==> src/qdb_pkg.sv <==
// qdb_pkg: constants and types shared by the serial flash host controller.
// assumes: included before any module of the controller; no clock or reset here.

package qdb_pkg;

   // ****************************************************************
   // flash opcodes
   // ****************************************************************
   localparam logic [7:0] OPC_QDDR_READ    = 8'hed;
   localparam logic [7:0] OPC_SECTOR_OPEN  = 8'h26;
   localparam logic [7:0] OPC_SECTOR_CLOSE = 8'h24;
   localparam logic [7:0] OPC_BOOT_RD      = 8'h14;
   localparam logic [7:0] OPC_BOOT_WR      = 8'h15;
   localparam logic [7:0] OPC_WRITE_ALLOW  = 8'h06;
   localparam logic [7:0] MODE_CONT        = 8'ha0;
   localparam logic [7:0] MODE_EXIT        = 8'h00;
   localparam logic [3:0] MODE_CONT_NIB    = 4'ha;

   // ****************************************************************
   // register map (byte addresses)
   // ****************************************************************
   localparam logic [7:0] REG_CTRL   = 8'h00;
   localparam logic [7:0] REG_CMD    = 8'h04;
   localparam logic [7:0] REG_ADDR   = 8'h08;
   localparam logic [7:0] REG_WDATA  = 8'h0c;
   localparam logic [7:0] REG_RDATA  = 8'h10;
   localparam logic [7:0] REG_STATUS = 8'h14;

   localparam int CTRL_QPI_BIT   = 0;
   localparam int CTRL_QLA_BIT   = 1;
   localparam int CTRL_CONT_BIT  = 2;
   localparam int CTRL_NB_LSB    = 4;
   localparam int CTRL_DUMMY_LSB = 8;
   localparam int CTRL_BWAIT_LSB = 12;
   localparam logic [31:0] CTRL_RESET = 32'h0000_0630;

   localparam int ST_BUSY_BIT     = 0;
   localparam int ST_ERR_BIT      = 1;
   localparam int ST_CONT_BIT     = 2;
   localparam int ST_OPEN_BIT     = 3;
   localparam int ST_BOOTDONE_BIT = 4;

   localparam int SECTOR_LSB = 12;
   localparam int ADDR_BITS  = 24;

   // ****************************************************************
   // timing
   // ****************************************************************
   localparam int PCLK_MHZ     = 100;
   localparam int SCK_MAX_MHZ  = 133;
   // shortest legal half period in pclk cycles, rounded up, at least one
   localparam int SCK_HALF_MIN = (PCLK_MHZ + 2 * SCK_MAX_MHZ - 1) / (2 * SCK_MAX_MHZ);
   // four cycles leave room for the two-stage input synchroniser
   localparam int SCK_HALF_DEF = (SCK_HALF_MIN > 4) ? SCK_HALF_MIN : 4;
   localparam logic [5:0] CS_GAP_SLOTS = 6'h02;

   // ****************************************************************
   // types
   // ****************************************************************
   typedef enum logic [2:0] {
      OP_QDDR_READ   = 3'h0,
      OP_SEC_OPEN    = 3'h1,
      OP_SEC_CLOSE   = 3'h2,
      OP_BOOT_STREAM = 3'h3,
      OP_WORD_RD     = 3'h4,
      OP_WORD_WR     = 3'h5
   } qdb_op_t;

   typedef enum logic [2:0] {
      ST_IDLE  = 3'b000,
      ST_CMD   = 3'b001,
      ST_ADDR  = 3'b011,
      ST_MODE  = 3'b010,
      ST_DUMMY = 3'b110,
      ST_WDATA = 3'b111,
      ST_RDATA = 3'b101,
      ST_GAP   = 3'b100
   } qdb_st_t;

endpackage

==> src/qdb_sync.sv <==
// qdb_sync: two-stage synchroniser for a bus of asynchronous levels.
// assumes: inputs come from pins; output is read only in the pclk domain.
`timescale 1ns/10ps
`default_nettype none

module qdb_sync #(
   parameter int W = 4
)(
   input  wire logic         pclk,
   input  wire logic         presetn,
   input  wire logic [W-1:0] d,
   output logic      [W-1:0] q
);

   logic [W-1:0] meta_ff;
   logic [W-1:0] q_ff;

   always_ff @(posedge pclk or negedge presetn) begin
      if (!presetn) begin
         meta_ff <= '0;
         q_ff    <= '0;
      end else begin
         meta_ff <= d;
         q_ff    <= meta_ff;
      end
   end

   assign q = q_ff;

endmodule
`default_nettype wire

==> src/qdb_host.sv <==
// qdb_host: host controller for a quad serial flash, driven over APB.
// assumes: pclk 100 MHz, flash pins joined by the bench through a mux on flash_io_oe.
//
// Decided for this implementation: the register addresses and the APB interface to the registers.
`timescale 1ns/10ps
`default_nettype none

module qdb_host
   import qdb_pkg::*;
#(
   parameter int SCK_HALF = SCK_HALF_DEF
)(
   input  wire logic        pclk,
   input  wire logic        presetn,
   input  wire logic [7:0]  paddr,
   input  wire logic        psel,
   input  wire logic        penable,
   input  wire logic        pwrite,
   input  wire logic [31:0] pwdata,
   output logic      [31:0] prdata,
   output logic             pready,
   output logic             pslverr,
   output logic             flash_sck,
   output logic             flash_cs_n,
   input  wire logic [3:0]  flash_io_in,
   output logic      [3:0]  flash_io_out,
   output logic      [3:0]  flash_io_oe
);

   localparam logic [3:0] PH_LAST = 4'(SCK_HALF - 1);
   localparam logic [3:0] PH_MID  = 4'(SCK_HALF / 2);

   // ****************************************************************
   // state
   // ****************************************************************
   qdb_st_t     st_ff, nxt_st, after, tgt, start_st;
   qdb_op_t     op_ff, nxt_op, op_e, cmd_op;
   logic [3:0]  ph_ff, nxt_ph;
   logic        sck_ff, nxt_sck, cs_n_ff, nxt_cs_n;
   logic [5:0]  slot_ff, nxt_slot, bytes;
   logic [31:0] tx_ff, nxt_tx;
   logic [7:0]  rxb_ff, nxt_rxb, newb;
   logic [3:0]  rxbits_ff, nxt_rxbits, step;
   logic [1:0]  bidx_ff, nxt_bidx;
   logic [31:0] rword_ff, nxt_rword;
   logic [3:0]  io_out_ff, nxt_io_out, io_oe_ff, nxt_io_oe;
   logic        pend_ff, nxt_pend, pend_e;
   logic        cont_ff, nxt_cont, open_ff, nxt_open;
   logic [11:0] sector_ff, nxt_sector;
   logic        boot_done_ff, nxt_boot_done, err_ff, nxt_err;
   logic [31:0] ctrl_ff, nxt_ctrl, addr_ff, nxt_addr, wdata_ff, nxt_wdata;
   logic [31:0] prdata_ff, nxt_prdata, stat;
   logic        pready_ff, nxt_pready, pslverr_ff, nxt_pslverr;
   logic [3:0]  io_s;
   logic [7:0]  opcode;
   logic        four_line_cmd_mode, qla, contreq, acc, setup, cmd_wr, op_ok, refuse;
   logic        last, framed, wide, ddr, out_st, active, drv, smp, dec, fin, do_enter;
   logic [3:0]  dmy, bwait;

   qdb_sync #(.W(4)) u_sync (
      .pclk    (pclk),
      .presetn (presetn),
      .d       (flash_io_in),
      .q       (io_s)
   );

   assign four_line_cmd_mode     = ctrl_ff[CTRL_QPI_BIT];
   assign qla     = ctrl_ff[CTRL_QLA_BIT];
   assign contreq = ctrl_ff[CTRL_CONT_BIT];
   assign dmy     = ctrl_ff[CTRL_DUMMY_LSB +: 4];
   assign bwait   = ctrl_ff[CTRL_BWAIT_LSB +: 4];
   assign bytes   = {4'h0, ctrl_ff[CTRL_NB_LSB +: 2]} + 6'h01;

   // ****************************************************************
   // apb slave and sequencer
   // ****************************************************************
   always_comb begin
      nxt_st = st_ff;  nxt_op = op_ff;  nxt_ph = ph_ff;  nxt_sck = sck_ff;
      nxt_cs_n = cs_n_ff;  nxt_slot = slot_ff;  nxt_tx = tx_ff;
      nxt_rxb = rxb_ff;  nxt_rxbits = rxbits_ff;  nxt_bidx = bidx_ff;
      nxt_rword = rword_ff;  nxt_io_out = io_out_ff;  nxt_io_oe = io_oe_ff;
      nxt_pend = pend_ff;  nxt_cont = cont_ff;  nxt_open = open_ff;
      nxt_sector = sector_ff;  nxt_boot_done = boot_done_ff;  nxt_err = err_ff;
      nxt_ctrl = ctrl_ff;  nxt_addr = addr_ff;  nxt_wdata = wdata_ff;
      nxt_prdata = prdata_ff;  nxt_pslverr = pslverr_ff;
      do_enter = 1'b0;  tgt = ST_IDLE;  op_e = op_ff;  pend_e = pend_ff;
      newb = 8'h00;  step = 4'h1;  opcode = OPC_QDDR_READ;

      stat = 32'h0;
      stat[ST_BUSY_BIT]     = (st_ff != ST_IDLE);
      stat[ST_ERR_BIT]      = err_ff;
      stat[ST_CONT_BIT]     = cont_ff;
      stat[ST_OPEN_BIT]     = open_ff;
      stat[ST_BOOTDONE_BIT] = boot_done_ff;

      // answer after one wait state; writes commit at the edge with pready high
      setup      = psel && penable && !pready_ff;
      acc        = psel && penable && pready_ff;
      nxt_pready = setup;
      cmd_op     = qdb_op_t'(pwdata[2:0]);
      op_ok      = (pwdata[2:0] <= 3'h5);
      refuse     = ((cmd_op == OP_QDDR_READ) && !four_line_cmd_mode && !qla)
                || ((cmd_op == OP_SEC_OPEN) && open_ff
                    && (addr_ff[ADDR_BITS-1:SECTOR_LSB] != sector_ff))
                || ((cmd_op == OP_BOOT_STREAM) && boot_done_ff);
      if (setup) begin
         nxt_pslverr = 1'b0;
         nxt_prdata  = 32'h0;
         case (paddr)
            REG_CTRL:   nxt_prdata = ctrl_ff;
            REG_ADDR:   nxt_prdata = addr_ff;
            REG_WDATA:  nxt_prdata = wdata_ff;
            REG_RDATA:  nxt_prdata = rword_ff;
            REG_STATUS: nxt_prdata = stat;
            REG_CMD:    nxt_pslverr = pwrite && ((st_ff != ST_IDLE) || !op_ok);
            default:    nxt_pslverr = 1'b1;
         endcase
      end
      cmd_wr = acc && pwrite && (paddr == REG_CMD) && (st_ff == ST_IDLE) && op_ok;
      if (acc && pwrite) begin
         case (paddr)
            REG_CTRL:   nxt_ctrl = pwdata;
            REG_ADDR:   nxt_addr = pwdata;
            REG_WDATA:  nxt_wdata = pwdata;
            REG_STATUS: if (pwdata[ST_ERR_BIT]) nxt_err = 1'b0;
            default:    nxt_ctrl = ctrl_ff;
         endcase
      end

      // beat engine: one beat is half an sck period
      last   = (ph_ff == PH_LAST);
      framed = (st_ff != ST_IDLE) && (st_ff != ST_GAP);
      ddr    = (op_ff == OP_QDDR_READ)
            && ((st_ff == ST_ADDR) || (st_ff == ST_MODE) || (st_ff == ST_RDATA));
      case (st_ff)
         ST_CMD:   wide = four_line_cmd_mode;
         ST_ADDR:  wide = (op_ff == OP_QDDR_READ) || four_line_cmd_mode;
         ST_MODE:  wide = 1'b1;
         ST_WDATA: wide = four_line_cmd_mode;
         ST_RDATA: wide = (op_ff == OP_QDDR_READ) || ((op_ff == OP_BOOT_STREAM) ? qla : four_line_cmd_mode);
         default:  wide = 1'b0;
      endcase
      out_st = (st_ff == ST_CMD) || (st_ff == ST_ADDR) || (st_ff == ST_MODE) || (st_ff == ST_WDATA);
      active = ddr || !sck_ff;
      drv    = framed && out_st && active && (ph_ff == PH_MID);
      smp    = (st_ff == ST_RDATA) && active && last;
      dec    = ((st_ff == ST_GAP) && last) || (framed && last && (ddr || sck_ff));
      fin    = dec && (slot_ff == 6'h01);

      if (st_ff != ST_IDLE) begin
         nxt_ph = last ? 4'h0 : ph_ff + 4'h1;
         if (framed && last) nxt_sck = !sck_ff;
      end
      if (drv) begin
         nxt_io_out = wide ? tx_ff[31:28] : {3'h0, tx_ff[31]};
         nxt_io_oe  = wide ? 4'hf : 4'h1;
         nxt_tx     = wide ? {tx_ff[27:0], 4'h0} : {tx_ff[30:0], 1'b0};
         if ((st_ff == ST_MODE) && sck_ff && (dmy == 4'h1)) nxt_io_oe = 4'h0;
      end
      if (smp) begin
         step    = wide ? 4'h4 : 4'h1;
         newb    = wide ? {rxb_ff[3:0], io_s} : {rxb_ff[6:0], io_s[1]};
         nxt_rxb = newb;
         nxt_rxbits = rxbits_ff + step;
         if (rxbits_ff + step == 4'h8) begin
            // bytes pack low byte first, as the boot word arrives
            nxt_rword[bidx_ff*8 +: 8] = newb;
            nxt_bidx   = bidx_ff + 2'h1;
            nxt_rxbits = 4'h0;
         end
      end
      if (dec) nxt_slot = slot_ff - 6'h01;

      case (st_ff)
         ST_CMD:   after = ((op_ff == OP_SEC_CLOSE) || pend_ff) ? ST_GAP :
                           (op_ff == OP_WORD_RD) ? ST_RDATA :
                           (op_ff == OP_WORD_WR) ? ST_WDATA : ST_ADDR;
         ST_ADDR:  after = (op_ff == OP_QDDR_READ) ? ST_MODE : ST_GAP;
         ST_MODE:  after = (dmy > 4'h1) ? ST_DUMMY : ST_RDATA;
         ST_DUMMY: after = ST_RDATA;
         default:  after = ST_GAP;
      endcase

      if (fin) begin
         if ((st_ff == ST_ADDR) && (op_ff == OP_SEC_OPEN)) begin
            nxt_open   = 1'b1;
            nxt_sector = addr_ff[ADDR_BITS-1:SECTOR_LSB];
         end
         if ((st_ff == ST_CMD) && (op_ff == OP_SEC_CLOSE)) nxt_open = 1'b0;
         if (st_ff == ST_GAP) begin
            if (pend_ff) begin
               do_enter = 1'b1;
               tgt      = ST_CMD;
               nxt_pend = 1'b0;
               pend_e   = 1'b0;
            end else begin
               nxt_st = ST_IDLE;
            end
         end else begin
            do_enter = 1'b1;
            tgt      = after;
         end
      end

      case (cmd_op)
         OP_QDDR_READ:   start_st = cont_ff ? ST_ADDR : ST_CMD;
         OP_BOOT_STREAM: start_st = (bwait != 4'h0) ? ST_DUMMY : ST_RDATA;
         default:        start_st = ST_CMD;
      endcase
      if (cmd_wr) begin
         if (refuse) begin
            nxt_err = 1'b1;
         end else begin
            do_enter   = 1'b1;
            tgt        = start_st;
            op_e       = cmd_op;
            nxt_op     = cmd_op;
            pend_e     = (cmd_op == OP_WORD_WR);
            nxt_pend   = pend_e;
            nxt_rword  = 32'h0;
            nxt_rxbits = 4'h0;
            nxt_bidx   = 2'h0;
            nxt_ph     = 4'h0;
            nxt_sck    = 1'b0;
            if (cmd_op == OP_BOOT_STREAM) nxt_boot_done = 1'b1;
         end
      end

      // enter a phase: load its slot count and shift data
      case (op_e)
         OP_SEC_OPEN:  opcode = OPC_SECTOR_OPEN;
         OP_SEC_CLOSE: opcode = OPC_SECTOR_CLOSE;
         OP_WORD_RD:   opcode = OPC_BOOT_RD;
         OP_WORD_WR:   opcode = pend_e ? OPC_WRITE_ALLOW : OPC_BOOT_WR;
         default:      opcode = OPC_QDDR_READ;
      endcase
      if (do_enter) begin
         nxt_st   = tgt;
         nxt_cs_n = (tgt == ST_GAP);
         case (tgt)
            ST_CMD: begin
               nxt_slot = four_line_cmd_mode ? 6'd2 : 6'd8;
               nxt_tx   = {opcode, 24'h0};
            end
            ST_ADDR: begin
               nxt_slot = ((op_e == OP_QDDR_READ) || four_line_cmd_mode) ? 6'd6 : 6'd24;
               nxt_tx   = {addr_ff[ADDR_BITS-1:0], 8'h0};
            end
            ST_MODE: begin
               nxt_slot = 6'd2;
               nxt_tx   = {(contreq ? MODE_CONT : MODE_EXIT), 24'h0};
               nxt_cont = contreq;
            end
            ST_DUMMY: nxt_slot = (op_e == OP_BOOT_STREAM) ? {2'h0, bwait}
                                                          : {2'h0, dmy - 4'h1};
            ST_WDATA: begin
               nxt_slot = four_line_cmd_mode ? 6'd8 : 6'd32;
               nxt_tx   = {wdata_ff[7:0], wdata_ff[15:8], wdata_ff[23:16], wdata_ff[31:24]};
            end
            ST_RDATA: nxt_slot = (op_e == OP_QDDR_READ) ? (bytes << 1) :
                                 (op_e == OP_BOOT_STREAM) ? (qla ? (bytes << 1) : (bytes << 3)) :
                                 (four_line_cmd_mode ? 6'd8 : 6'd32);
            default:  nxt_slot = CS_GAP_SLOTS;
         endcase
         if ((tgt == ST_DUMMY) || (tgt == ST_RDATA) || (tgt == ST_GAP)) nxt_io_oe = 4'h0;
      end
   end

   always_ff @(posedge pclk or negedge presetn) begin
      if (!presetn) begin
         st_ff <= ST_IDLE;  op_ff <= OP_QDDR_READ;  ph_ff <= 4'h0;  sck_ff <= 1'b0;
         cs_n_ff <= 1'b1;  slot_ff <= 6'h00;  tx_ff <= 32'h0;  rxb_ff <= 8'h00;
         rxbits_ff <= 4'h0;  bidx_ff <= 2'h0;  rword_ff <= 32'h0;
         io_out_ff <= 4'h0;  io_oe_ff <= 4'h0;  pend_ff <= 1'b0;  cont_ff <= 1'b0;
         open_ff <= 1'b0;  sector_ff <= 12'h000;  boot_done_ff <= 1'b0;  err_ff <= 1'b0;
         ctrl_ff <= CTRL_RESET;  addr_ff <= 32'h0;  wdata_ff <= 32'h0;
         prdata_ff <= 32'h0;  pready_ff <= 1'b0;  pslverr_ff <= 1'b0;
      end else begin
         st_ff <= nxt_st;  op_ff <= nxt_op;  ph_ff <= nxt_ph;  sck_ff <= nxt_sck;
         cs_n_ff <= nxt_cs_n;  slot_ff <= nxt_slot;  tx_ff <= nxt_tx;  rxb_ff <= nxt_rxb;
         rxbits_ff <= nxt_rxbits;  bidx_ff <= nxt_bidx;  rword_ff <= nxt_rword;
         io_out_ff <= nxt_io_out;  io_oe_ff <= nxt_io_oe;  pend_ff <= nxt_pend;  cont_ff <= nxt_cont;
         open_ff <= nxt_open;  sector_ff <= nxt_sector;  boot_done_ff <= nxt_boot_done;
         err_ff <= nxt_err;  ctrl_ff <= nxt_ctrl;  addr_ff <= nxt_addr;  wdata_ff <= nxt_wdata;
         prdata_ff <= nxt_prdata;  pready_ff <= nxt_pready;  pslverr_ff <= nxt_pslverr;
      end
   end

   assign prdata       = prdata_ff;
   assign pready       = pready_ff;
   assign pslverr      = pslverr_ff;
   assign flash_sck    = sck_ff;
   assign flash_cs_n   = cs_n_ff;
   assign flash_io_out = io_out_ff;
   assign flash_io_oe  = io_oe_ff;

   // ****************************************************************
   // assertions
   // ****************************************************************
   property p_qread_needs_allow;
      @(posedge pclk) disable iff (!presetn)
      (cmd_wr && (cmd_op == OP_QDDR_READ) && !four_line_cmd_mode && !qla) |=> (st_ff == ST_IDLE) && err_ff;
   endproperty
   a_qread_needs_allow: assert property (p_qread_needs_allow) else $error("quad read started without lane allow");

   property p_addr_four_lanes;
      @(posedge pclk) disable iff (!presetn)
      (st_ff == ST_ADDR && op_ff == OP_QDDR_READ && last) |-> (io_oe_ff == 4'hf) && !cs_n_ff;
   endproperty
   a_addr_four_lanes: assert property (p_addr_four_lanes) else $error("quad address not on four lanes");

   property p_cmd_lanes;
      @(posedge pclk) disable iff (!presetn)
      (st_ff == ST_CMD && last && !sck_ff) |-> (io_oe_ff == (four_line_cmd_mode ? 4'hf : 4'h1));
   endproperty
   a_cmd_lanes: assert property (p_cmd_lanes) else $error("opcode lane count wrong");

   property p_mode_nibble;
      @(posedge pclk) disable iff (!presetn)
      (st_ff == ST_MODE && last && !sck_ff) |-> (io_out_ff == (contreq ? MODE_CONT_NIB : 4'h0)) ##1 cont_ff == contreq;
   endproperty
   a_mode_nibble: assert property (p_mode_nibble) else $error("mode nibble wrong");

   property p_float_nibble;
      @(posedge pclk) disable iff (!presetn)
      (st_ff == ST_MODE && last && sck_ff && dmy == 4'h1) |-> (io_oe_ff == 4'h0);
   endproperty
   a_float_nibble: assert property (p_float_nibble) else $error("don't-care nibble driven");

   property p_one_sector;
      @(posedge pclk) disable iff (!presetn)
      (cmd_wr && cmd_op == OP_SEC_OPEN && open_ff && addr_ff[ADDR_BITS-1:SECTOR_LSB] != sector_ff)
      |=> (st_ff == ST_IDLE) ##1 (st_ff == ST_IDLE);
   endproperty
   a_one_sector: assert property (p_one_sector) else $error("second sector opened");

   property p_boot_no_cmd;
      @(posedge pclk) disable iff (!presetn)
      (st_ff != ST_IDLE && op_ff == OP_BOOT_STREAM) |-> (io_oe_ff == 4'h0) && (st_ff != ST_CMD);
   endproperty
   a_boot_no_cmd: assert property (p_boot_no_cmd) else $error("host drove lines during boot stream");

   property p_boot_once;
      @(posedge pclk) disable iff (!presetn)
      (cmd_wr && cmd_op == OP_BOOT_STREAM && boot_done_ff) |=> (st_ff == ST_IDLE) && $stable(cs_n_ff);
   endproperty
   a_boot_once: assert property (p_boot_once) else $error("boot stream restarted");

   property p_write_allow_cmd_first;
      @(posedge pclk) disable iff (!presetn)
      (cmd_wr && !refuse && cmd_op == OP_WORD_WR) |=> (st_ff == ST_CMD) && (tx_ff[31:24] == OPC_WRITE_ALLOW);
   endproperty
   a_write_allow_cmd_first: assert property (p_write_allow_cmd_first) else $error("boot word write without write allow");

   property p_cs_after_32;
      @(posedge pclk) disable iff (!presetn)
      (st_ff == ST_WDATA && fin) |=> cs_n_ff && (st_ff == ST_GAP) && !sck_ff;
   endproperty
   a_cs_after_32: assert property (p_cs_after_32) else $error("select not raised after last bit");

endmodule
`default_nettype wire

==> config.mk <==
export PLATFORM = sky130hd
export DESIGN_NAME = qdb_host
export DESIGN_NICKNAME = d
export VERILOG_FILES = /design/src/qdb_pkg.sv /design/src/qdb_sync.sv /design/src/qdb_host.sv
export SDC_FILE = /design/constraint.sdc
export NUM_CORES = 1
export LEC_CHECK = 0
export BUFFER_PORTS_ARGS = -buffer_cell sky130_fd_sc_hd__buf_2
export CORE_MARGIN = 1.5
export CORE_UTILIZATION = 24
export CTS_CLUSTER_DIAMETER = 50
export CTS_CLUSTER_SIZE = 14
export DETAILED_ROUTE_END_ITERATION = 8
export HOLD_SLACK_MARGIN = 0.02
export PLACE_DENSITY = 0.51
export SYNTH_ARGS = -nofsm -noshare
export SYNTH_HDL_FRONTEND = slang
export SYNTH_HIERARCHICAL = 1
export SYNTH_SLANG_ARGS = --single-unit
==> constraint.sdc <==
create_clock -name pclk -period 10.8 [get_ports pclk]
set_input_delay 1.08 -clock pclk [delete_from_list [all_inputs] [get_ports pclk]]
set_output_delay 1.08 -clock pclk [all_outputs]
set_load 0.02 [all_outputs]
==> results.tsv, run 1 <==
metric	value	unit
status	complete, no violations	
Core Util, Final	28.5	%
Row Count	85	
Core Box Area	0.0537	mm²
CP startpoint kind	input pin	
antenna violations before repair	1	
Worst path slowest cell	a21oi_2	
CTS H-tree depth	1	
Async SR Flop Fraction	100	%
DP Area	0.0142	mm²
synthesized netlist net count	1226	
Yosys warnings	6	
fin crit share	43.0	%
diode count	0	
DR DRC count	0	
Num CTS Buffers	31	
final instance area	0.0153	mm²
VDD IR max	117	µV
width of the die	236	µm
starting density of the core	24.3	%
Hold Path Class	reg2reg	
Crit Path Max Fanout	37	
crit path kind	in2reg	
Seq/Total Area, Yosys	49.6	%
PostCTS Resize Cnt	0	
register bit total from synthesis	258	
grt total ovfl	0	
final net count	1288	
# fillers	5534	
CTS tree	yes	
clk_lat worst skew	0.58	ns
leak pwr	0.00698	µW
WHS Path Cells	0	
wire per inst	20.5	µm
vias in the first global route	9683	
Die Y-Extent	236	µm
largest net degree at the start of global routing	123	
number of hold buffers added after cts	0	
gr usage total	14.2	%
Worst-Margin Slew	1.15	ns
final hold vios	0	
number of routed nets with antenna violations	0	
Largest stage delay, worst path	0.94	ns
Initial DRT Pass Iterations	5	
P&R area growth vs syn	17.4	%
worst path arrival time	5.12	ns
via density per instance	4.90	
cells after synthesis	1162	
Top FF cell, synth	dfrtp_1	
first-pass GRT wire length	61800	µm
Hold Slack	0.348	ns
max cap viols	0	
Post-synth EDFFs	0	
layout cell share with drive strength beyond 1	24.9	%
Required @ worst endpoint	11.28	ns
cell mode on critical path	a211oi_1	
unique cell type count in the Yosys netlist	79	
Final Max Tran Viols	0	
DR iter-0 viols	635	
Sink Count	258	
Worst-path clk slew	0.06	ns
Netlist Area Pre-Place	0.0130	mm²
Setup crit end kind	register	
worst-path cell chain	buf_2 > buf_4 > nor3b_2 > and4_1 > and3_1 > a22o_1 > nand2_1 > a21oi_2 > a211oi_1 > a211oi_1	
DP HPWL	27700	µm
clock root buffer	clkbuf_16	
PnR Total Power	2230	µW
Final setup viols	0	
Port-buffer cells	92	
WL final	39800	µm
clock skew	0.0215	ns
power per cell area	145	mW/mm²
Reg2Reg Depth	15	
Final Wtd Congestion	0.874	
setup tns final	0	ns
CTS max path bufs	3	
Mean Syn Cell Area	11.2	µm²
Slew headroom	23.4	%
Die ar.	0.0557	mm²
Final min period	4.65	ns
Via Count	9517	
setup repair after global routing missed its margin	no	
post-CTS setup buffer count	0	
I/O pin count	93	
fmax	215	MHz
path summary, 6_finish.rpt:
check	startpoint	slack, ns	end
worst max-delay path	paddr[2]	6.15	tx_ff[27]
worst min-delay path	u_sync/meta_ff[0]	0.35	u_sync/q[0]
worst max register to register	st_ff[0]	6.19	rword_ff[8]
worst min register to register	u_sync/meta_ff[0]	0.35	u_sync/q[0]
max in group asynchronous	presetn	8.66	rword_ff[5]
min in group asynchronous	presetn	0.62	u_sync/meta_ff[3]
synth_stat cells (13+ instances only):
cell type	number	area (µm²)
dfrtp_1	253	6330
mux2_2	115	1290
mux2i_1	113	1130
nor2_1	91	342
nand2_1	60	225
a21oi_1	51	255
o22ai_1	48	300
clkbuf_1	39	146
a22oi_1	35	263
o21ai_0	33	165
a22o_1	32	280
buf_2	23	115
nor3_1	16	80.1
xor2_1	16	140
ha_1	15	188
inv_1	14	52.6
buf_1	13	48.8
mux2_1	13	146
nand3_1	13	65.1
metrics by stage:
| step | std cells | worst slack, ns |
|---|---|---|
| 3_5_place_dp | 1887 | 5.61 |
| 4_1_cts | 1943 | 6.20 |
| 3_3_place_gp | 1887 | 5.71 |
| 6_report | 1943 | 6.15 |
| 5_1_grt | 1943 | 5.78 |
| 2_1_floorplan | 1162 | 6.94 |
critical path: cells and delay by family:
family                 cells  cell delay (ns)
AO/OA/AOI/OAI              4             1.98
buffers and inverters      2             0.61
AND/OR/NAND/NOR            4             1.43
per-layer routing:
metal / track usage, % / vias to the layer above / wire length, µm
met4: 4.87 / 0 / 1260
met2: 23.0 / 206 / 18400
li1: - / 4454 / -
met1: 19.6 / 4801 / 18600
met5: 0 / - / 0
met3: 1.77 / 56 / 1480
flip-flops by register name, indices dropped and copies added (netlist names), 4 cells and up:
signal and flops:
flash_io_oe 4, ph_ff 4, rword_ff 32, u_sync/meta_ff 4
wdata_ff 32, prdata 32, rxb_ff 7, addr_ff 32
u_sync/q 4, flash_io_out 4, ctrl_ff 32, sector_ff 12
tx_ff 32, rxbits_ff 4, slot_ff 6
cell usage in the layout (no fill, tap or decap), types with 4 or more instances in the layout:
| master | count |
|---|---|
| xnor2_1 | 6 |
| a211oi_1 | 10 |
| nor2_1 | 91 |
| inv_1 | 14 |
| o21ai_1 | 6 |
| mux2i_1 | 113 |
| ha_1 | 15 |
| nor2b_1 | 4 |
| nor3b_1 | 10 |
| and3_1 | 9 |
| a21o_1 | 6 |
| o21ai_0 | 33 |
| dfrtp_1 | 253 |
| dfstp_2 | 5 |
| a31oi_1 | 10 |
| o21bai_1 | 5 |
| buf_2 | 91 |
| nand2_1 | 60 |
| nand2b_1 | 7 |
| bufinv_16 | 6 |
| buf_4 | 15 |
| clkbuf_8 | 4 |
| nor3_1 | 15 |
| mux2_1 | 13 |
| clkbuf_16 | 31 |
| xor2_1 | 16 |
| clkbuf_1 | 5 |
| nor4_1 | 5 |
| and2_1 | 6 |
| a22o_1 | 32 |
| mux2_2 | 115 |
| a21oi_1 | 49 |
| o22ai_1 | 48 |
| or3_1 | 5 |
| o211ai_1 | 4 |
| a22oi_1 | 35 |
| nand3_1 | 13 |
cell families after synthesis:
logic type	Yosys count	share of synthesized area [%]
AO/OA/AOI/OAI	276	14.5
XOR/XNOR	22	1.48
adder cells (fa/ha/maj)	15	1.44
buffers and inverters	92	3.04
flip-flops	258	49.6
multiplexers	241	19.7
AND/OR/NAND/NOR	258	10.2
final cells by class:
| cell class | count | area (µm²) | area share (%) |
|---|---|---|---|
| clock buffers | 40 | 850 | 5.55 |
| repair buffers | 107 | 583 | 3.81 |
| multi-input cells | 812 | 6220 | 40.6 |
| well taps | 696 | 871 | 5.69 |
| inverters | 14 | 52.6 | 0.343 |
| flip-flops and latches | 258 | 6460 | 42.2 |
| clock inverters | 16 | 272 | 1.77 |
report_power, final:
part           switching, µW  internal, µW
Combinational           62.6          31.8
Clock                    438           704
Sequential              10.9           978
Power figures use the tool's default switching activity.
==> inputs of run 2 (changes only) <==
--- a/config.mk
+++ b/config.mk
@@ -12,7 +12,7 @@
 export CTS_CLUSTER_SIZE = 14
 export DETAILED_ROUTE_END_ITERATION = 8
 export HOLD_SLACK_MARGIN = 0.02
-export PLACE_DENSITY = 0.51
+export PLACE_DENSITY = 0.52
 export SYNTH_ARGS = -nofsm -noshare
 export SYNTH_HDL_FRONTEND = slang
 export SYNTH_HIERARCHICAL = 1
==> constraint.sdc (replaced) <==
create_clock -name pclk -period 3.81 [get_ports pclk]
set_input_delay 0.381 -clock pclk [delete_from_list [all_inputs] [get_ports pclk]]
set_output_delay 0.381 -clock pclk [all_outputs]
set_load 0.02 [all_outputs]
==> results.tsv, run 2 (synthesis gave the netlist of run 1 again) <==
metric	value	unit
antenna violations before repair	0	
P&R area growth vs syn	18.3	%
DR iter-0 viols	686	
sequential share of power	46.8	%
Final setup viols	0	
Hold Path Class	in2reg	
layout cell share with drive strength beyond 1	25.9	%
clock skew	0.0296	ns
diode count	0	
status	complete, no violations	
Crit Path Max Fanout	11	
crit path kind	reg2reg	
grt total ovfl	0	
internal power	4530	µW
VDD IR max	345	µV
final hold vios	0	
vias in the first global route	9854	
Num CTS Buffers	29	
worst path arrival time	4.06	ns
Final Max Tran Viols	0	
Worst-Margin Slew	0.862	ns
fin crit share	94.0	%
Die Y-Extent	236	µm
WL final	40600	µm
max cap viols	0	
CTS H-tree depth	1	
Required @ worst endpoint	4.29	ns
gr usage total	14.4	%
largest net degree at the start of global routing	112	
CTS tree	yes	
via density per instance	4.96	
Worst path slowest cell	dfrtp_1	
Initial DRT Pass Iterations	5	
clock root buffer	clkbuf_16	
Hold Slack	0.0469	ns
Sw Pwr	1450	µW
setup tns final	0	ns
Worst-path clk slew	0.06	ns
wire per inst	20.6	µm
width of the die	236	µm
CTS max path bufs	3	
most frequent cells in the layout	252 x dfrtp_1, 115 x mux2_2, 113 x mux2i_1	
Core Util, Final	28.7	%
Via Count	9773	
final instance area	0.0154	mm²
DR DRC count	0	
Port-buffer cells	92	
Slew headroom	42.5	%
power share of the combinational group	4.7	%
fmax	279	MHz
Net Sw Frac	24.3	%
Die ar.	0.0557	mm²
CP startpoint kind	register	
worst-path cell chain	nand4b_1 > a21oi_1 > o22ai_2 > a21oi_4 > inv_1 > ha_1 > ha_1 > xor2_1 > or3_1 > nor3_4 > buf_4 > nand2_4 > nor4b_4 > buf_4 > a22oi_1 > nor2_1	
first-pass GRT wire length	62600	µm
Setup crit end kind	register	
starting density of the core	24.3	%
number of routed nets with antenna violations	0	
Sink Count	258	
I/O pin count	93	
Final Wtd Congestion	0.865	
commonest non-fill, non-tap cell in the layout	dfrtp_1	
Row Count	85	
Largest stage delay, worst path	0.55	ns
DP Area	0.0143	mm²
leak pwr	0.00706	µW
Core Box Area	0.0537	mm²
power per cell area	388	mW/mm²
final net count	1315	
# fillers	5537	
Final min period	3.58	ns
DP HPWL	28400	µm
clock network power share	48.5	%
clk_lat worst skew	0.58	ns
[run 2: repair_timing]
action                                  in CTS  in global routing
hold buffers                                 5                  0
resized for setup                            0                  2
endpoints found under the hold margin      112                  0
pin swaps                                    1                  2
setup buffers                                2                  3
endpoints found under the setup margin       1                 32
[run 2: stage by stage]
stage | cells | power [µW] | setup WS (ns)
2_1_floorplan | 1162 | 2970 | 0.00997
3_3_place_gp | 1906 | 3130 | 0.164
3_5_place_dp | 1906 | 3130 | 0.0390
4_1_cts | 1966 | 6070 | 0.00937
5_1_grt | 1969 | 6210 | -0.00242
6_report | 1969 | 5980 | 0.228
[run 2: path summary, 6_finish.rpt]
kind                       cells past startpoint  slack, ns           end               from
max                                           16       0.23  rword_ff[18]           st_ff[2]
min                                            2       0.05   ctrl_ff[14]         pwdata[14]
max reg2reg                                   16       0.23  rword_ff[18]           st_ff[2]
min reg2reg                                    0       0.35   u_sync/q[0]  u_sync/meta_ff[0]
max in group asynchronous                      3       2.35    flash_cs_n            presetn
min in group asynchronous                      2       0.51   u_sync/q[3]            presetn
[run 2: worst max-delay path, delay by kind of cell (launching register included)]
kind	cells	cell delay (ns)
AND/OR/NAND/NOR	6	1.23
buffers and inverters	3	0.42
AO/OA/AOI/OAI	4	0.72
adder cells (fa/ha/maj)	2	0.40
flip-flops	1	0.55
XOR/XNOR	1	0.16
[run 2: routing by layer]
metal	up-vias	GRT usage [%]	wire [µm]
met1	5020	20.0	19000
met4	0	4.42	1140
met2	217	23.6	19000
met3	60	1.65	1480
li1	4476	-	-
met5	-	0	0
[run 2: layout make-up]
cell class / count / area (µm²) / share of cell area (%)
multi-input cells: 812 / 6210 / 40.3
clock inverters: 17 / 225 / 1.46
flip-flops and latches: 258 / 6460 / 41.9
well taps: 696 / 871 / 5.65
inverters: 14 / 52.6 / 0.341
clock buffers: 36 / 762 / 4.94
repair buffers: 136 / 838 / 5.44
[run 2: power by group through the flow]
stage | logic (µW) | registers [µW] | clock network, µW
floorplan | 122 | 2850 | 0
global placement | 280 | 2850 | 0
detailed placement | 283 | 2850 | 0
CTS | 288 | 2800 | 2980
global route | 312 | 2800 | 3090
finish | 281 | 2800 | 2900
==> inputs of run 3 (changes only) <==
--- a/config.mk
+++ b/config.mk
@@ -15,5 +15,4 @@
 export PLACE_DENSITY = 0.52
 export SYNTH_ARGS = -nofsm -noshare
 export SYNTH_HDL_FRONTEND = slang
-export SYNTH_HIERARCHICAL = 1
 export SYNTH_SLANG_ARGS = --single-unit
==> results.tsv, run 3 <==
metric	value	unit
Top delay family on crit path	simple AND/OR/NAND/NOR gates	
Sink Count	258	
Core Util, Final	29.4	%
first-pass GRT wire length	64100	µm
Final Max Tran Viols	0	
starting density of the core	24.2	%
worst path arrival time	4.03	ns
antenna violations before repair	2	
Final Wtd Congestion	0.892	
leak pwr	0.00720	µW
grt total ovfl	0	
Async SR Flop Fraction	100	%
CTS H-tree depth	2	
clock skew	0.0143	ns
Hold Slack	0.123	ns
max cap viols	0	
worst-path cell chain	xor2_1 > o22ai_1 > a21oi_4 > inv_1 > ha_1 > ha_1 > xor2_1 > nor3_1 > nor3b_4 > buf_4 > nand2_1 > nor4b_4 > a22oi_1 > nor2_1	
Crit Path Max Fanout	13	
Worst path slowest cell	dfrtp_2	
WL final	41500	µm
Die ar.	0.0556	mm²
Setup crit start	st_ff[2]	
Mean Syn Cell Area	11.2	µm²
CP bufs+invs	2	
Seq/Total Area, Yosys	49.7	%
final hold vios	0	
Setup crit end kind	register	
CTS tree	yes	
P&R area growth vs syn	21.6	%
vias in the first global route	10000	
cells after synthesis	1158	
Required @ worst endpoint	4.26	ns
DR iter-0 viols	579	
Largest stage delay, worst path	0.50	ns
Yosys warnings	0	
most frequent cells in the layout	251 x dfrtp_1, 127 x mux2_2, 119 x mux2i_1	
crit path kind	reg2reg	
share of the synthesized area in the top cell type	48.7	%
Die Y-Extent	236	µm
Final setup viols	0	
# fillers	5455	
Top FF cell, synth	dfrtp_1	
most frequent cell after synthesis	dfrtp_1	
wire per inst	20.9	µm
Core Box Area	0.0537	mm²
Via Count	9747	
cell taking the most area after synthesis	dfrtp_1	
commonest non-fill, non-tap cell in the layout	dfrtp_1	
via density per instance	4.91	
Final min period	3.58	ns
register bit total from synthesis	258	
Hold Path Class	in2reg	
fin crit share	93.9	%
Worst-Margin Slew	0.993	ns
gr usage total	14.9	%
clock root buffer	clkbuf_16	
unique cell type count in the Yosys netlist	79	
Synth top cells by count	253 x dfrtp_1, 127 x mux2_2, 119 x mux2i_1	
Worst-path clk slew	0.06	ns
final net count	1327	
power per cell area	437	mW/mm²
DP HPWL	29400	µm
synthesized netlist net count	1222	
Netlist Area Pre-Place	0.0130	mm²
hold_sp	pwdata[20]	
CP startpoint kind	register	
status	complete, no violations	
VDD IR max	263	µV
I/O pin count	93	
layout cell share with drive strength beyond 1	28.6	%
Post-synth EDFFs	0	
Slew headroom	33.8	%
CTS max path bufs	3	
largest net degree at the start of global routing	95	
Port-buffer cells	92	
top cells by area, synth	dfrtp_1 49%, mux2_2 11%, mux2i_1 9.2%, nand2_1 2.5%, nor2_1 2.4%	
width of the die	236	µm
clk_lat worst skew	0.52	ns
Row Count	85	
Num CTS Buffers	35	
number of routed nets with antenna violations	0	
Initial DRT Pass Iterations	5	
worst r2r src	st_ff[2]	
fmax	279	MHz
DR DRC count	0	
-- run 3: cell types whose count changed after synthesis, moves of 7 or more --
cell      previous run  this run
o21ai_0             33        42
nor3b_1             10         2
mux2_2             115       127
a21oi_1             51        26
nand2_1             60        87
o211ai_1             4        25
o22ai_1             48        33
nor2_1              91        83
clkbuf_1            39        46
mux2_1              13         0
-- run 3: routing by layer --
layer / wire length, µm / GRT usage [%]
met1: 19500 / 20.8
met2: 18900 / 23.5
met3: 1790 / 2.39
met4: 1290 / 5.18
met5: 17 / 0
-- run 3: worst register-to-register path, stage by stage, from the launching register on --
cell     delay, ns
dfrtp_2       0.50
xor2_1        0.30
o22ai_1       0.19
a21oi_4       0.26
inv_1         0.10
ha_1          0.21
ha_1          0.20
xor2_1        0.16
nor3_1        0.26
nor3b_4       0.39
buf_4         0.19
nand2_1       0.09
nor4b_4       0.44
a22oi_1       0.14
nor2_1        0.11
-- run 3: cell families (layout without fill, tap and decap cells) --
family / Yosys count / after routing / synth area share [%]
buf+inv: 89 / 220 / 2.77
mux: 246 / 246 / 20.2
simple gates: 272 / 272 / 10.5
fa+ha+maj: 15 / 15 / 1.44
other cells: 0 / 1 / 0
compound gates: 254 / 254 / 13.8
flops: 258 / 258 / 49.7
xor+xnor: 24 / 24 / 1.62
-- run 3: worst paths after layout --
kind	slack (ns)	depth (start not counted)	endpoint
hold reg to reg	0.34	0	u_sync.q[0]
setup reg to reg	0.23	14	rword_ff[4]
max in group asynchronous	2.41	3	ctrl_ff[10]
min in group asynchronous	0.40	2	addr_ff[25]
hold / removal	0.12	2	wdata_ff[20]
setup / recovery	0.23	14	rword_ff[4]
-- run 3: final cells by class --
class | count | area [µm²] | share of cell area (%)
antenna | 1 | 2.50 | 0.0158
timing repair buffer | 143 | 903 | 5.71
inverter | 14 | 52.6 | 0.332
tap | 696 | 871 | 5.51
clock buffer | 42 | 985 | 6.23
multi-input combinational | 811 | 6240 | 39.5
sequential | 258 | 6460 | 40.9
clock inverter | 21 | 295 | 1.87
-- run 3: where the power goes --
group          leakage, µW  switching [µW]  internal [µW]
Combinational      0.00328             241            172
Clock             0.000607            1360           2220
Sequential         0.00331            89.4           2830
Total              0.00720            1690           5230
-- run 3: repair_timing --
item / in CTS / in global routing
endpoints found under the hold margin: 82 / 0
buffers inserted: 0 / 3
hold buffers: 5 / 0
resized for setup: 0 / 3
endpoints found under the setup margin: 0 / 26
-- run 3: through the flow --
step	TNS (ns)	setup WS (ns)	area [µm²]	cells	power (µW)
3_3_place_gp	0	0.236	14500	1914	3380
3_5_place_dp	0	0.138	14500	1914	3390
6_report	0	0.231	15800	1986	6920
4_1_cts	0	0.116	15800	1982	7010
5_1_grt	-0.212	-0.0511	15800	1985	7190
2_1_floorplan	0	0.0328	13000	1158	3180
